===== src/include/tlgc_defines.vh =====
// Register map, field positions, reset values and limits of the trigger length gate controller
`ifndef TLGC_DEFINES_VH
`define TLGC_DEFINES_VH
// ------------------------------------------------------------
// Register byte offsets
// ------------------------------------------------------------
`define TLGC_OFS_CTRL 6'h00
`define TLGC_OFS_COUNT 6'h04
`define TLGC_OFS_OFFSET 6'h08
`define TLGC_OFS_LENGTH 6'h0C
`define TLGC_OFS_OUTVAL 6'h10
`define TLGC_OFS_TEMP 6'h14
`define TLGC_OFS_STATUS 6'h18
`define TLGC_OFS_IRQ_STAT 6'h1C
`define TLGC_OFS_IRQ_MASK 6'h20
// ------------------------------------------------------------
// Control fields
// ------------------------------------------------------------
`define TLGC_CTRL_TRIG_LSB 0
`define TLGC_CTRL_TRACK_LSB 4
`define TLGC_CTRL_SEL_BIT 8
`define TLGC_CTRL_SYNC_BIT 9
// ------------------------------------------------------------
// Values and limits
// ------------------------------------------------------------
`define TLGC_TRIG_HIGH 3'h0
`define TLGC_TRIG_LOW 3'h1
`define TLGC_TRIG_RISE 3'h2
`define TLGC_TRIG_FALL 3'h3
`define TLGC_TRIG_AND 3'h4
`define TLGC_TRIG_ANDINV 3'h5
`define TLGC_TRIG_MAX 3'h5
`define TLGC_TRACK_MAX 3'h6
`define TLGC_TRACK_RST 3'h2
`define TLGC_TEMP_LIMIT 8'h4B
// Interrupt bits
`define TLGC_IRQ_START 0
`define TLGC_IRQ_STOP 1
`define TLGC_IRQ_TEMP 2
`endif


===== src/rtl/tlgc_trigger_length_gate.v =====
// Trigger length gate controller with Avalon-MM register slave
// ------------------------------------------------------------
// Summary of operation
// Trigger types zero to five, fixed order
// Every trigger event counts object once
// Level types: gate open during active level
// Edge types: edge stops and restarts measurement
// Synced output refreshes on trigger stop
// AND start: start rises, stop high, armed
// AND stop: stop falls while start high
// Reverse passage and other paths: no action
// Single barrier never starts a measurement
// Inverted AND uses inverted levels
// Objects longer than spacing, stop to start
// Barrier offset added to delivered length
// Over-temperature error above 75 degrees
// Tracking mode zero to six, reset two
// Object counter loadable, readable, resets zero
// Select setting makes standby second trigger
// Inputs synchronised, one pulse per edge
// ------------------------------------------------------------
//
// The implementer's own choices: register access over Avalon-MM and the placing of the registers.
`include "tlgc_defines.vh"
module tlgc_trigger_length_gate #(
   parameter LEN_W = 32
)(
   input wire core_clk,
   input wire rst_n,
   input wire stop_barrier_input,
   input wire start_barrier_input,
   input wire standby_input,
   input wire length_tick,
   input wire [7:0] temperature,
   input wire [31:0] meas_value,
   input wire [5:0] avs_address,
   input wire avs_read,
   input wire avs_write,
   input wire [31:0] avs_writedata,
   input wire [3:0] avs_byteenable,
   output reg [31:0] avs_readdata,
   output wire avs_waitrequest,
   output wire measuring,
   output wire trigger_event,
   output reg over_temperature_error,
   output reg [31:0] out_channel_value,
   output wire irq
);
   // ------------------------------------------------------------
   // Input synchronisers
   // ------------------------------------------------------------
   reg [2:0] sync1_r;
   reg [2:0] sync2_r;
   reg [2:0] prev_r;
   always @(posedge core_clk or negedge rst_n)
   begin
      if (!rst_n)
      begin
         sync1_r <= 3'h0;
         sync2_r <= 3'h0;
         prev_r <= 3'h0;
      end
      else
      begin
         sync1_r <= {standby_input, start_barrier_input, stop_barrier_input};
         sync2_r <= sync1_r;
         prev_r <= sync2_r;
      end
   end
   // ------------------------------------------------------------
   // Registers
   // ------------------------------------------------------------
   reg [2:0] trig_type_r;
   reg [2:0] track_r;
   reg sel_r;
   reg sync_r;
   reg [15:0] count_r;
   reg [31:0] offset_r;
   reg [LEN_W-1:0] len_acc_r;
   reg [31:0] len_out_r;
   reg [2:0] irq_stat_r;
   reg [2:0] irq_mask_r;
   reg meas_r;
   reg [1:0] and_st_r;
   reg rd_done_r;
   // Second trigger from standby when selected
   wire start_lvl = sel_r ? sync2_r[2] : sync2_r[1];
   wire start_prv = sel_r ? prev_r[2] : prev_r[1];
   wire stop_lvl = sync2_r[0];
   wire stop_prv = prev_r[0];
   wire inv = (trig_type_r == `TLGC_TRIG_ANDINV);
   wire a_stop = stop_lvl ^ inv;
   wire a_stop_p = stop_prv ^ inv;
   wire a_start = start_lvl ^ inv;
   wire a_start_p = start_prv ^ inv;
   wire rise = stop_lvl & ~stop_prv;
   wire fall = ~stop_lvl & stop_prv;
   // ------------------------------------------------------------
   // Trigger decode
   // ------------------------------------------------------------
   localparam ST_IDLE = 2'h0;
   localparam ST_ARMED = 2'h1;
   localparam ST_RUN = 2'h2;
   reg start_ev;
   reg stop_ev;
   reg [1:0] and_nxt;
   always @*
   begin
      start_ev = 1'b0;
      stop_ev = 1'b0;
      and_nxt = and_st_r;
      case (trig_type_r)
         `TLGC_TRIG_HIGH:
         begin
            start_ev = rise;
            stop_ev = fall & meas_r;
         end
         `TLGC_TRIG_LOW:
         begin
            start_ev = fall;
            stop_ev = rise & meas_r;
         end
         `TLGC_TRIG_RISE:
         begin
            start_ev = rise;
            stop_ev = rise;
         end
         `TLGC_TRIG_FALL:
         begin
            start_ev = fall;
            stop_ev = fall;
         end
         `TLGC_TRIG_AND, `TLGC_TRIG_ANDINV:
         begin
            case (and_st_r)
               ST_IDLE:
                  if (a_stop & ~a_start)
                     and_nxt = ST_ARMED;
               ST_ARMED:
                  if (a_stop & a_start & ~a_start_p & a_stop_p)
                  begin
                     and_nxt = ST_RUN;
                     start_ev = 1'b1;
                  end
                  else if (~a_stop | a_start)
                     and_nxt = ST_IDLE;
               ST_RUN:
                  if (~a_stop & a_stop_p & a_start)
                  begin
                     and_nxt = ST_IDLE;
                     stop_ev = 1'b1;
                  end
                  else if (~a_start)
                     and_nxt = ST_IDLE;
               default:
                  and_nxt = ST_IDLE;
            endcase
         end
         default:
            and_nxt = ST_IDLE;
      endcase
   end
   assign trigger_event = start_ev | stop_ev;
   assign measuring = meas_r;
   // ------------------------------------------------------------
   // Bus slave
   // ------------------------------------------------------------
   assign avs_waitrequest = avs_read & ~rd_done_r;
   // Register address match
   function reg_hit;
      input [5:0] addr;
      input [5:0] ofs;
      begin
         reg_hit = (addr == ofs);
      end
   endfunction
   wire wr = avs_write & avs_byteenable[0];
   wire wr_ctrl = wr & reg_hit(avs_address, `TLGC_OFS_CTRL);
   wire wr_cnt = wr & reg_hit(avs_address, `TLGC_OFS_COUNT);
   wire wr_ofs = wr & reg_hit(avs_address, `TLGC_OFS_OFFSET);
   wire wr_stat = wr & reg_hit(avs_address, `TLGC_OFS_IRQ_STAT);
   wire wr_mask = wr & reg_hit(avs_address, `TLGC_OFS_IRQ_MASK);
   // Over-temperature event only on the crossing
   wire ovt_rise = (temperature > `TLGC_TEMP_LIMIT) & ~over_temperature_error;
   wire [2:0] ev = {ovt_rise, stop_ev, start_ev};
   reg [31:0] rd_nxt;
   always @*
   begin
      case (avs_address)
         `TLGC_OFS_CTRL: rd_nxt = {22'h0, sync_r, sel_r, 1'b0, track_r, 1'b0, trig_type_r};
         `TLGC_OFS_COUNT: rd_nxt = {16'h0, count_r};
         `TLGC_OFS_OFFSET: rd_nxt = offset_r;
         `TLGC_OFS_LENGTH: rd_nxt = len_out_r;
         `TLGC_OFS_OUTVAL: rd_nxt = out_channel_value;
         `TLGC_OFS_TEMP: rd_nxt = {24'h0, temperature};
         `TLGC_OFS_STATUS: rd_nxt = {28'h0, over_temperature_error, and_st_r, meas_r};
         `TLGC_OFS_IRQ_STAT: rd_nxt = {29'h0, irq_stat_r};
         `TLGC_OFS_IRQ_MASK: rd_nxt = {29'h0, irq_mask_r};
         default: rd_nxt = 32'h0;
      endcase
   end
   assign irq = |(irq_stat_r & irq_mask_r);
   // ------------------------------------------------------------
   // Read handshake
   // ------------------------------------------------------------
   always @(posedge core_clk or negedge rst_n)
   begin
      if (!rst_n)
      begin
         rd_done_r <= 1'b0;
         avs_readdata <= 32'h0;
      end
      else
      begin
         rd_done_r <= avs_read & ~rd_done_r;
         if (avs_read & ~rd_done_r)
            avs_readdata <= rd_nxt;
      end
   end
   // ------------------------------------------------------------
   // Configuration registers
   // ------------------------------------------------------------
   always @(posedge core_clk or negedge rst_n)
   begin
      if (!rst_n)
      begin
         trig_type_r <= `TLGC_TRIG_HIGH;
         track_r <= `TLGC_TRACK_RST;
         sel_r <= 1'b0;
         sync_r <= 1'b0;
         offset_r <= 32'h0;
         irq_mask_r <= 3'h0;
      end
      else
      begin
         if (wr_ctrl)
         begin
            if (avs_writedata[2:0] <= `TLGC_TRIG_MAX)
               trig_type_r <= avs_writedata[2:0];
            if (avs_writedata[6:4] <= `TLGC_TRACK_MAX)
               track_r <= avs_writedata[6:4];
            sel_r <= avs_writedata[`TLGC_CTRL_SEL_BIT];
            sync_r <= avs_writedata[`TLGC_CTRL_SYNC_BIT];
         end
         if (wr_ofs)
            offset_r <= avs_writedata;
         if (wr_mask)
            irq_mask_r <= avs_writedata[2:0];
      end
   end
   // ------------------------------------------------------------
   // Over-temperature flag and interrupt status
   // ------------------------------------------------------------
   always @(posedge core_clk or negedge rst_n)
   begin
      if (!rst_n)
      begin
         over_temperature_error <= 1'b0;
         irq_stat_r <= 3'h0;
      end
      else
      begin
         over_temperature_error <= (temperature > `TLGC_TEMP_LIMIT);
         // Set wins over a clear in the same cycle
         irq_stat_r <= (irq_stat_r & ~(wr_stat ? avs_writedata[2:0] : 3'h0)) | ev;
      end
   end
   // ------------------------------------------------------------
   // Object counter
   // ------------------------------------------------------------
   always @(posedge core_clk or negedge rst_n)
   begin
      if (!rst_n)
         count_r <= 16'h0;
      else if (start_ev | stop_ev)
         count_r <= count_r + 16'h1;
      else if (wr_cnt)
         count_r <= avs_writedata[15:0];
   end
   // ------------------------------------------------------------
   // Length gate and accumulator
   // ------------------------------------------------------------
   always @(posedge core_clk or negedge rst_n)
   begin
      if (!rst_n)
      begin
         and_st_r <= ST_IDLE;
         meas_r <= 1'b0;
         len_acc_r <= {LEN_W{1'b0}};
      end
      else
      begin
         and_st_r <= and_nxt;
         if (start_ev)
            meas_r <= 1'b1;
         else if (stop_ev)
            meas_r <= 1'b0;
         if (start_ev)
            len_acc_r <= {LEN_W{1'b0}};
         else if (meas_r & length_tick)
            len_acc_r <= len_acc_r + {{(LEN_W-1){1'b0}}, 1'b1};
      end
   end
   // ------------------------------------------------------------
   // Length result and output channel
   // ------------------------------------------------------------
   always @(posedge core_clk or negedge rst_n)
   begin
      if (!rst_n)
      begin
         len_out_r <= 32'h0;
         out_channel_value <= 32'h0;
      end
      else if (stop_ev)
      begin
         len_out_r <= len_acc_r[31:0] + offset_r;
         if (sync_r)
            out_channel_value <= meas_value;
      end
   end
endmodule


===== config.mk =====
export PLATFORM = sky130hd
export DESIGN_NAME = tlgc_trigger_length_gate
export DESIGN_NICKNAME = d
export VERILOG_FILES = /design/src/rtl/tlgc_trigger_length_gate.v
export VERILOG_INCLUDE_DIRS = /design/src /design/src/include
export SDC_FILE = /design/constraint.sdc
export NUM_CORES = 1
export LEC_CHECK = 0
export BUFFER_PORTS_ARGS = -buffer_cell sky130_fd_sc_hd__buf_4
export CORE_ASPECT_RATIO = 1.25
export CORE_MARGIN = 2
export CORE_UTILIZATION = 52
export DETAILED_ROUTE_END_ITERATION = 8
export PLACE_DENSITY = 0.77
export SLEW_MARGIN = 5
export SYNTH_ARGS = -nofsm -noshare
export SYNTH_HDL_FRONTEND = slang
export SYNTH_SLANG_ARGS = --single-unit

===== constraint.sdc =====
create_clock -name core_clk -period 2.8 [get_ports core_clk]
set_input_delay 0.7 -clock core_clk [delete_from_list [all_inputs] [get_ports core_clk]]
set_output_delay 0.7 -clock core_clk [all_outputs]
set_load 0.1 [all_outputs]

* Word level (Yosys, flattened, before mapping)
Index checks and enable logic that the tools add are counted.
** Cells by class
- Add/subtract/negate cells :: 3
- Order comparisons :: 3
- Equality and inequality tests :: 18
- Muxes and demuxes :: 23
- Bitwise gates (word level) :: 37
- Reduce and logical (&&, ||, !) cells :: 15
** Operators with widths (count)
- case mux 32 bit (9 select lines) :: 1
- two-way mux 32 bit :: 2
- adder 32 x 1 -> 32 bit (second input constant) :: 1
- adder 32 bit :: 1
- two-way mux 16 bit :: 2
- == test 6 x 5 -> 1 bit (second input constant) :: 4
- AND 1 bit :: 19
- adder 16 x 1 -> 16 bit (second input constant) :: 1
- == test 6 x 4 -> 1 bit (second input constant) :: 2
- two-way mux 2 bit :: 5
- greater-than comparator 8 x 7 -> 1 bit (second input constant) :: 1
- two-way mux 1 bit :: 8
- inequality test 4 bit (second input constant) :: 2
- inverter 1 bit :: 8
- AND 3 bit :: 2
- == test 3 x 2 -> 1 bit (second input constant) :: 2
- == test 3 bit (second input constant) :: 2
- == test 6 x 3 -> 1 bit (second input constant) :: 1
- == test 6 bit (second input constant) :: 1
- less-or-equal comparator 3 bit (second input constant) :: 2
- zero test 6 bit :: 1
- case mux 2 bit (3 select lines) :: 1
- AND reduction 2 bit :: 3
- nonzero test 2 bit :: 3
- other kinds (18) :: 24
** Word-level totals
- Register bits after elaboration :: 204
- Output and inout port bits :: 69
- Logic and storage cells :: 118

* Longest topological paths before layout
Gate-level depths: netlist of the first run.
- Depth in word-level cells :: 10
- Depth in mapped cells :: 12
- Mapped depth without buffers :: 10

* Worst setup path after synthesis of the first run
OpenSTA, ideal clock, no wires.
- Path type :: reg2out
- Start point :: register meas_r, in the netlist measuring
- End point :: output port trigger_event
- Arrival time :: 2302 ps
- Required time :: 2100 ps
- Slack :: -202 ps
- Cell stages (with the launch flop) :: 8
- Buffers on the path :: 1
- Cells stage by stage :: dfrtp_1 -> nor2b_1 -> o21ai_0 -> a21oi_1 -> a31o_2 -> nor2_8 -> inv_4 -> buf_2
** Between the ends
- Longest elaborated chain between the ends :: 3
** RTL lines
- start: declaration :: RTL line tlgc_trigger_length_gate.v:83 : reg meas_r;
- start signal: assignment :: RTL line tlgc_trigger_length_gate.v:288 : meas_r <= 1'b0;
- start signal: assignment :: RTL line tlgc_trigger_length_gate.v:295 : meas_r <= 1'b1;
- start signal: assignment :: RTL line tlgc_trigger_length_gate.v:297 : meas_r <= 1'b0;
- AND 1 bit, on equally long branches :: RTL line tlgc_trigger_length_gate.v:121, tlgc_trigger_length_gate.v:116
- case mux 1 bit (5 select lines) (*) :: RTL line tlgc_trigger_length_gate.v:112 : case (trig_type_r)
- OR 1 bit (*) :: RTL line tlgc_trigger_length_gate.v:163 : assign trigger_event = start_ev | stop_ev;
- end: declaration :: RTL line tlgc_trigger_length_gate.v:44 : output wire trigger_event,
Mark *: on every way between the ends. The rest lies on a longest branch, timed or not.

* Worst setup path after layout of the first run
- Start point :: register sel_r
- End point :: output port trigger_event
** Between the ends
- Longest elaborated chain between the ends :: 9
** RTL lines
- start: declaration :: RTL line tlgc_trigger_length_gate.v:75 : reg sel_r;
- start signal: assignment :: RTL line tlgc_trigger_length_gate.v:242 : sel_r <= avs_writedata[`TLGC_CTRL_SEL_BIT];
- two-way mux 1 bit, on equally long branches :: RTL line tlgc_trigger_length_gate.v:87, tlgc_trigger_length_gate.v:88
- XOR 1 bit, on equally long branches :: RTL line tlgc_trigger_length_gate.v:94, tlgc_trigger_length_gate.v:95
- AND 1 bit / inverter 1 bit (equally long branches) :: RTL line tlgc_trigger_length_gate.v:140 : if (a_stop & a_start & ~a_start_p & a_stop_p)
- AND 1 bit (2 in series) :: RTL line tlgc_trigger_length_gate.v:140
- two-way mux 1 bit :: RTL line tlgc_trigger_length_gate.v:140
- two-way mux 1 bit :: RTL line tlgc_trigger_length_gate.v:135 : case (and_st_r)
- case mux 1 bit (3 select lines) :: RTL line tlgc_trigger_length_gate.v:112
- OR 1 bit (*) :: RTL line tlgc_trigger_length_gate.v:163
Marks and branches as above.

==> impl_metrics.py, run 1 <==
metrics = {
    "run_status": {
        "status": "finished, violations left",
        "violations": "negative setup slack",
    },
    "final_layout": {
        "fin_util": 0.658,
        "mostFrequentLayoutCells": "buf_4 (212), dfrtp_1 (199), nor2_1 (151)",
        "drive_gt1_frac": 0.306,
        "final_common_cell": "buf_4",
        "finalNonFillerCells": 1549,
        "diodes": 0,
        "area_growth_pct": 24.6,
        "fillers": 1589,
        "final_nets": 1384,
    },
    "floorplanning": {
        "die_y_um": 166,
        "core.rowCount": 59,
        "core_area_mm2": 0.0207,
        "fp.dieW_um": 134,
        "boundaryPins": 159,
        "dieArea_mm2": 0.0222,
        "initial_core_util": 0.528,
    },
    "clock_network": {
        "clk_latency_ns": 0.50,
        "clkSinkCount": 204,
        "cts.hold.buffers_added": 0,
        "clk_pin_slew_ns": 0.06,
        "clk_path_buf_depth": 3,
        "cts-root-buf": "clkbuf_16",
        "cts_tree": "done",
        "htreeDepth": 1,
        "cts_buffers": 22,
    },
    "global_route": {
        "grt_use_met3": 0.0302,
        "first_global_vias": 8958,
        "globalRoute.totalOverflow": 0,
        "grt.met1_usage": 0.361,
        "grt_pass1_wl_mm": 47.0,
        "grtUsageTotal": 0.262,
        "met2_usage": 0.438,
        "antenna_found_initial": 0,
        "grt_max_degree": 64,
        "top_usage_layer": "met2",
    },
    "setup_path": {
        "rrSetupSlack_ns": 0.06,
        "cp_top_family": "flip-flops",
        "path_cells": "mux2i_4 -> xor2_2 -> and3_4 -> a31o_4 -> nor2_8 -> inv_4 -> buf_12",
        "cp.arrival_ns": 2.17,
        "cp_num_buf_inv": 2,
        "worstSetupStartpoint": "sel_r$_DFFE_PN0P_",
        "startpoint_type": "flop",
        "end_kind": "primary output",
        "crit_fanout": 3,
        "slowest_stage": "dfrtp_2",
        "r2r-start": "offset_r[0]$_DFFE_PN0P_",
        "path_class": "flop to primary output",
        "worst_path_largest_cell_delay_ns": 0.46,
        "cp.required_ns": 2.10,
    },
    "drt": {
        "via_count": 9054,
        "dr.pass1.iters": 5,
        "wl_per_cell_um": 18.8,
        "ant_nets": 0,
        "drt_iter0_drc": 755,
        "drc": 0,
        "vias_per_cell": 5.85,
        "routed_wl_mm": 29.0,
    },
    "synthesis": {
        "yosys.area_share.simple": 0.160,
        "synth_top_family_by_area": "simple AND/OR/NAND/NOR gates",
        "synth-seq-cells": 204,
        "synth_area_mm2": 0.0110,
        "ys_warn_count": 0,
        "synth_nets": 1188,
        "synth_edf_count": 0,
        "yosysSeqAreaShare": 0.466,
        "synth-main-ff-cell": "dfrtp_1",
        "async_flop_share": 1.00,
        "syn_inst": 1064,
        "yosys.area_share.adder": 0.0395,
        "synth-xor-area-share": 0.0440,
        "muxShareOfSynthArea": 0.112,
        "synth_cell_types": 85,
        "synth-compound-area-share": 0.151,
        "syn_avg_cell_area_um2": 10.3,
    },
    "place": {
        "post-place-cells": 1496,
        "place.gp.congestion": 0.915,
        "numPortBuffers": 155,
        "place_ws_ns": -0.137,
        "dp_hpwl_mm": 21.3,
    },
    "timing": {
        "timing.hold.ws_ns": 0.185,
        "slew_headroom": 0.644,
        "layout_setup_ws_ns": -0.0652,
        "rsz0062_at_grt": "true",
        "clock_skew_ns": 0.0113,
        "hold_viol": 0,
        "finalSetupViolations": 1,
        "worst_slew_pin_slew_ns": 0.534,
        "finalCritPeriodShare": 1.02,
        "layout_min_cycle_time_ns": 2.87,
        "maxSlewViolCount": 0,
        "max_freq_ghz": 0.349,
    },
    "job": {
        "cap_violations": 0,
    },
    "power": {
        "ir_drop_mv": 0.583,
        "total_leakage_power_nw": 6.30,
        "powerDensity_mw_per_mm2": 656,
    },
    "worst_hold_path": {
        "worst_hold_path_type": "input port to asynchronous set/reset pin",
    },
}
[cells by family after synthesis]
group	after synthesis
adder cells (fa/ha/maj)	34
multiplexers	104
AO/OA/AOI/OAI	256
AND/OR/NAND/NOR	350
flip-flops	204
buffers and inverters	61
XOR/XNOR	55
[per-stage QoR]
stage	total power [W]	cell area, µm²	TNS, ns
after global routing	0.00934	13600	-0.253
after floorplan	0.00518	11000	0
final	0.00895	13600	-0.0652
after detailed placement	0.00590	12700	-0.396
after CTS	0.00897	13600	-0.0491
after global placement	0.00583	12700	-0.236
[layer usage]
metal	vias to the layer above	routed length, µm
met2	293	14100
li1	4281	-
met4	0	703
met1	4430	12400
met3	50	1870
met5	-	0
[worst reg2reg max path: stages, from the launching register on]
cell      delay [ns]
dfrtp_1         0.40
ha_2            0.19
fa_2            0.34
a211oi_2        0.27
o21ai_1         0.11
a31oi_2         0.26
o21ai_2         0.10
a32oi_2         0.29
a221oi_2        0.14
or4b_1          0.49
nand3_1         0.09
[sequential cells by signal, indices dropped and copies added (netlist names), 3 cells and up]
signal,cells
count_r,16
irq_stat_r,3
len_out_r,32
sync2_r,3
trig_type_r,3
len_acc_r,32
irq_mask_r,3
offset_r,32
track_r,3
out_channel_value,32
sync1_r,3
avs_readdata,32
prev_r,3
[path summary, 6_finish.rpt]
kind	end	depth (start not counted)
max reg2reg	len_out_r[28]$_DFFE_PN0P_	10
min in group core_clk	sync1_r[0]$_DFF_PN0_	1
min reg2reg	sync2_r[0]$_DFF_PN0_	0
max	trigger_event	7
max in group asynchronous	sync2_r[0]$_DFF_PN0_	2
min	len_acc_r[1]$_DFFE_PN0P_	1
[cell usage after synthesis, drive strengths merged (15+ instances only)]
library cell  count  area, µm²
a21oi            95        475
clkbuf           22        104
nor2            155        616
nand4            15        106
a31oi            17        113
mux2             77        867
nand3            24        120
inv              15       58.8
dfrtp           203       5080
a21o             15        116
ha               33        413
buf              23        123
nand2            67        256
mux2i            20        200
xor2             25        219
o21ai            41        213
xnor2            30        263
and3             22        140
nor3             16       91.3
[where the power goes]
| part | internal (W) | switching (W) | total, W |
|---|---|---|---|
| clock network | 0.00185 | 0.00118 | 0.00303 |
| registers | 0.00334 | 0.000380 | 0.00372 |
| logic | 0.000769 | 0.00144 | 0.00221 |
| total | 0.00595 | 0.00300 | 0.00895 |
[timing repair]
item                       CTS  global route
setup buffers                7             7
resized for setup           16            12
pin swaps                    7            12
setup endpoints to repair    6            10
[cell type report]
type / instances / area, µm² / area share
inverter: 15 / 58.8 / 0.00431
multi-input combinational: 799 / 5660 / 0.414
clock inverter: 8 / 105 / 0.00770
timing repair buffer: 218 / 1710 / 0.125
clock buffer: 31 / 666 / 0.0488
tap: 274 / 343 / 0.0251
sequential: 204 / 5110 / 0.375
No activity file was read; power rests on OpenSTA's default activity.
==> inputs of run 2 (changes only) <==
--- a/config.mk
+++ b/config.mk
@@ -6,7 +6,7 @@
 export SDC_FILE = /design/constraint.sdc
 export NUM_CORES = 1
 export LEC_CHECK = 0
-export BUFFER_PORTS_ARGS = -buffer_cell sky130_fd_sc_hd__buf_4
+export BUFFER_PORTS_ARGS = -buffer_cell sky130_fd_sc_hd__clkbuf_2
 export CORE_ASPECT_RATIO = 1.25
 export CORE_MARGIN = 2
 export CORE_UTILIZATION = 52
==> impl_metrics.py, run 2 (synthesis results as in run 1) <==
metrics = {
    "clock_network": {
        "clkSinkCount": 204,
        "cts-root-buf": "clkbuf_16",
        "clk_path_buf_depth": 3,
        "cts_tree": "done",
        "clk_latency_ns": 0.50,
        "clk_pin_slew_ns": 0.06,
        "htreeDepth": 1,
        "cts.hold.buffers_added": 0,
        "cts_buffers": 21,
    },
    "global_route": {
        "grt_pass1_wl_mm": 45.4,
        "antenna_found_initial": 0,
        "globalRoute.totalOverflow": 0,
        "grtUsageTotal": 0.251,
        "first_global_vias": 8798,
        "grt_max_degree": 63,
    },
    "power": {
        "total_leakage_power_nw": 6.15,
        "p_switching_w": 0.00296,
        "ir_drop_mv": 0.414,
        "power_frac_comb": 0.248,
        "power_frac_seq": 0.429,
        "powerDensity_mw_per_mm2": 654,
        "p_int_w": 0.00565,
        "swShare": 0.344,
        "clockPowerShare": 0.323,
    },
    "final_layout": {
        "final_common_cell": "dfrtp_1",
        "fillers": 1613,
        "final_nets": 1378,
        "fin_util": 0.635,
        "area_growth_pct": 20.2,
        "drive_gt1_frac": 0.305,
        "diodes": 0,
        "mostFrequentLayoutCells": "dfrtp_1 (197), clkbuf_2 (152), nor2_1 (151)",
    },
    "timing": {
        "max_freq_ghz": 0.351,
        "hold_viol": 0,
        "finalCritPeriodShare": 1.02,
        "rsz0062_at_grt": "true",
        "layout_min_cycle_time_ns": 2.85,
        "finalSetupViolations": 1,
        "clock_skew_ns": 0.00844,
        "maxSlewViolCount": 0,
        "timing.hold.ws_ns": 0.128,
        "setup-tns-final_ns": -0.0482,
        "layout_setup_ws_ns": -0.0482,
        "worst_slew_pin_slew_ns": 0.578,
        "slew_headroom": 0.616,
    },
    "setup_path": {
        "path_class": "flop to primary output",
        "end_kind": "primary output",
        "worstSetupStartpoint": "sel_r$_DFFE_PN0P_",
        "r2r_end": "len_out_r[30]$_DFFE_PN0P_",
        "crit_fanout": 3,
        "endpoint": "trigger_event",
        "rrSetupSlack_ns": 0.01,
        "rr_worst_depth": 10,
        "cp.arrival_ns": 2.15,
        "r2r-start": "offset_r[0]$_DFFE_PN0P_",
        "cp.required_ns": 2.10,
        "startpoint_type": "flop",
    },
    "drt": {
        "wl_per_cell_um": 18.5,
        "routed_wl_mm": 28.5,
        "drc": 0,
        "vias_per_cell": 5.90,
        "ant_nets": 0,
        "via_count": 9089,
        "drt_iter0_drc": 798,
        "dr.pass1.iters": 5,
    },
    "floorplanning": {
        "initial_core_util": 0.528,
        "core.rowCount": 59,
        "core_area_mm2": 0.0207,
        "dieArea_mm2": 0.0222,
        "boundaryPins": 159,
        "fp.dieW_um": 134,
        "die_y_um": 166,
    },
    "place": {
        "place.gp.congestion": 0.964,
        "numPortBuffers": 155,
        "dp_hpwl_mm": 20.7,
    },
    "run_status": {
        "violations": "negative setup slack",
        "status": "finished, violations left",
    },
    "worst_hold_path": {
        "worst_hold_path_type": "input port to asynchronous set/reset pin",
    },
    "job": {
        "cap_violations": 0,
    },
}
-- run 2: per-layer routing --
layer,routed length [µm],track usage
met5,0,0
met4,965,0.0856
met3,1690,0.0299
met2,13600,0.414
met1,12300,0.345
-- run 2: power groups by stage --
| stage | sequential [W] | clock, W | combinational, W |
|---|---|---|---|
| floorplan | 0.00425 | 0 | 0.000933 |
| global placement | 0.00372 | 0 | 0.00204 |
| detailed placement | 0.00374 | 0 | 0.00207 |
| CTS | 0.00368 | 0.00284 | 0.00211 |
| global route | 0.00375 | 0.00296 | 0.00230 |
| finish | 0.00370 | 0.00278 | 0.00214 |
-- run 2: worst min path at each step --
stage	startpoint	endpoint	depth (start not counted)
CTS	rst_n	offset_r[1]$_DFFE_PN0P_	1
detailed placement	sync1_r[0]$_DFF_PN0_	sync2_r[0]$_DFF_PN0_	0
finish	rst_n	offset_r[1]$_DFFE_PN0P_	1
floorplan	sync1_r[0]$_DFF_PN0_	sync2_r[0]$_DFF_PN0_	0
global route	rst_n	offset_r[1]$_DFFE_PN0P_	1
global placement	sync1_r[1]$_DFF_PN0_	sync2_r[1]$_DFF_PN0_	0
-- run 2: per-stage QoR --
stage | total power [W] | cell area (µm²) | std cells | worst slack [ns]
6_report | 0.00862 | 13200 | 1541 | -0.0482
5_1_grt | 0.00900 | 13200 | 1541 | -0.116
4_1_cts | 0.00863 | 13100 | 1536 | -0.0157
3_5_place_dp | 0.00581 | 12300 | 1495 | -0.169
3_3_place_gp | 0.00575 | 12300 | 1495 | -0.117
2_1_floorplan | 0.00518 | 11000 | 1064 | 0.0977
-- run 2: area by class of cell --
class	instances	area, µm²	share of cell area
well taps	274	343	0.0260
repair buffers	213	1310	0.0997
flip-flops and latches	204	5110	0.388
inverters	15	58.8	0.00447
multi-input cells	799	5660	0.430
clock inverters	7	67.6	0.00513
clock buffers	29	616	0.0467
-- run 2: timing repair --
action                                  CTS  global route
endpoints found under the hold margin     0             0
endpoints found under the setup margin    7            11
gates resized for setup                  10            19
pin swaps                                 7            16
setup buffers                             5             5
gates cloned                              0             0
-- run 2: critical path, stage by stage (launching register included) --
cell and delay, ns:
dfrtp_2 0.41, mux2i_1 0.23, xor2_1 0.27, and3_4 0.26
a31o_4 0.20, nor2_8 0.05, inv_4 0.06, buf_12 0.16
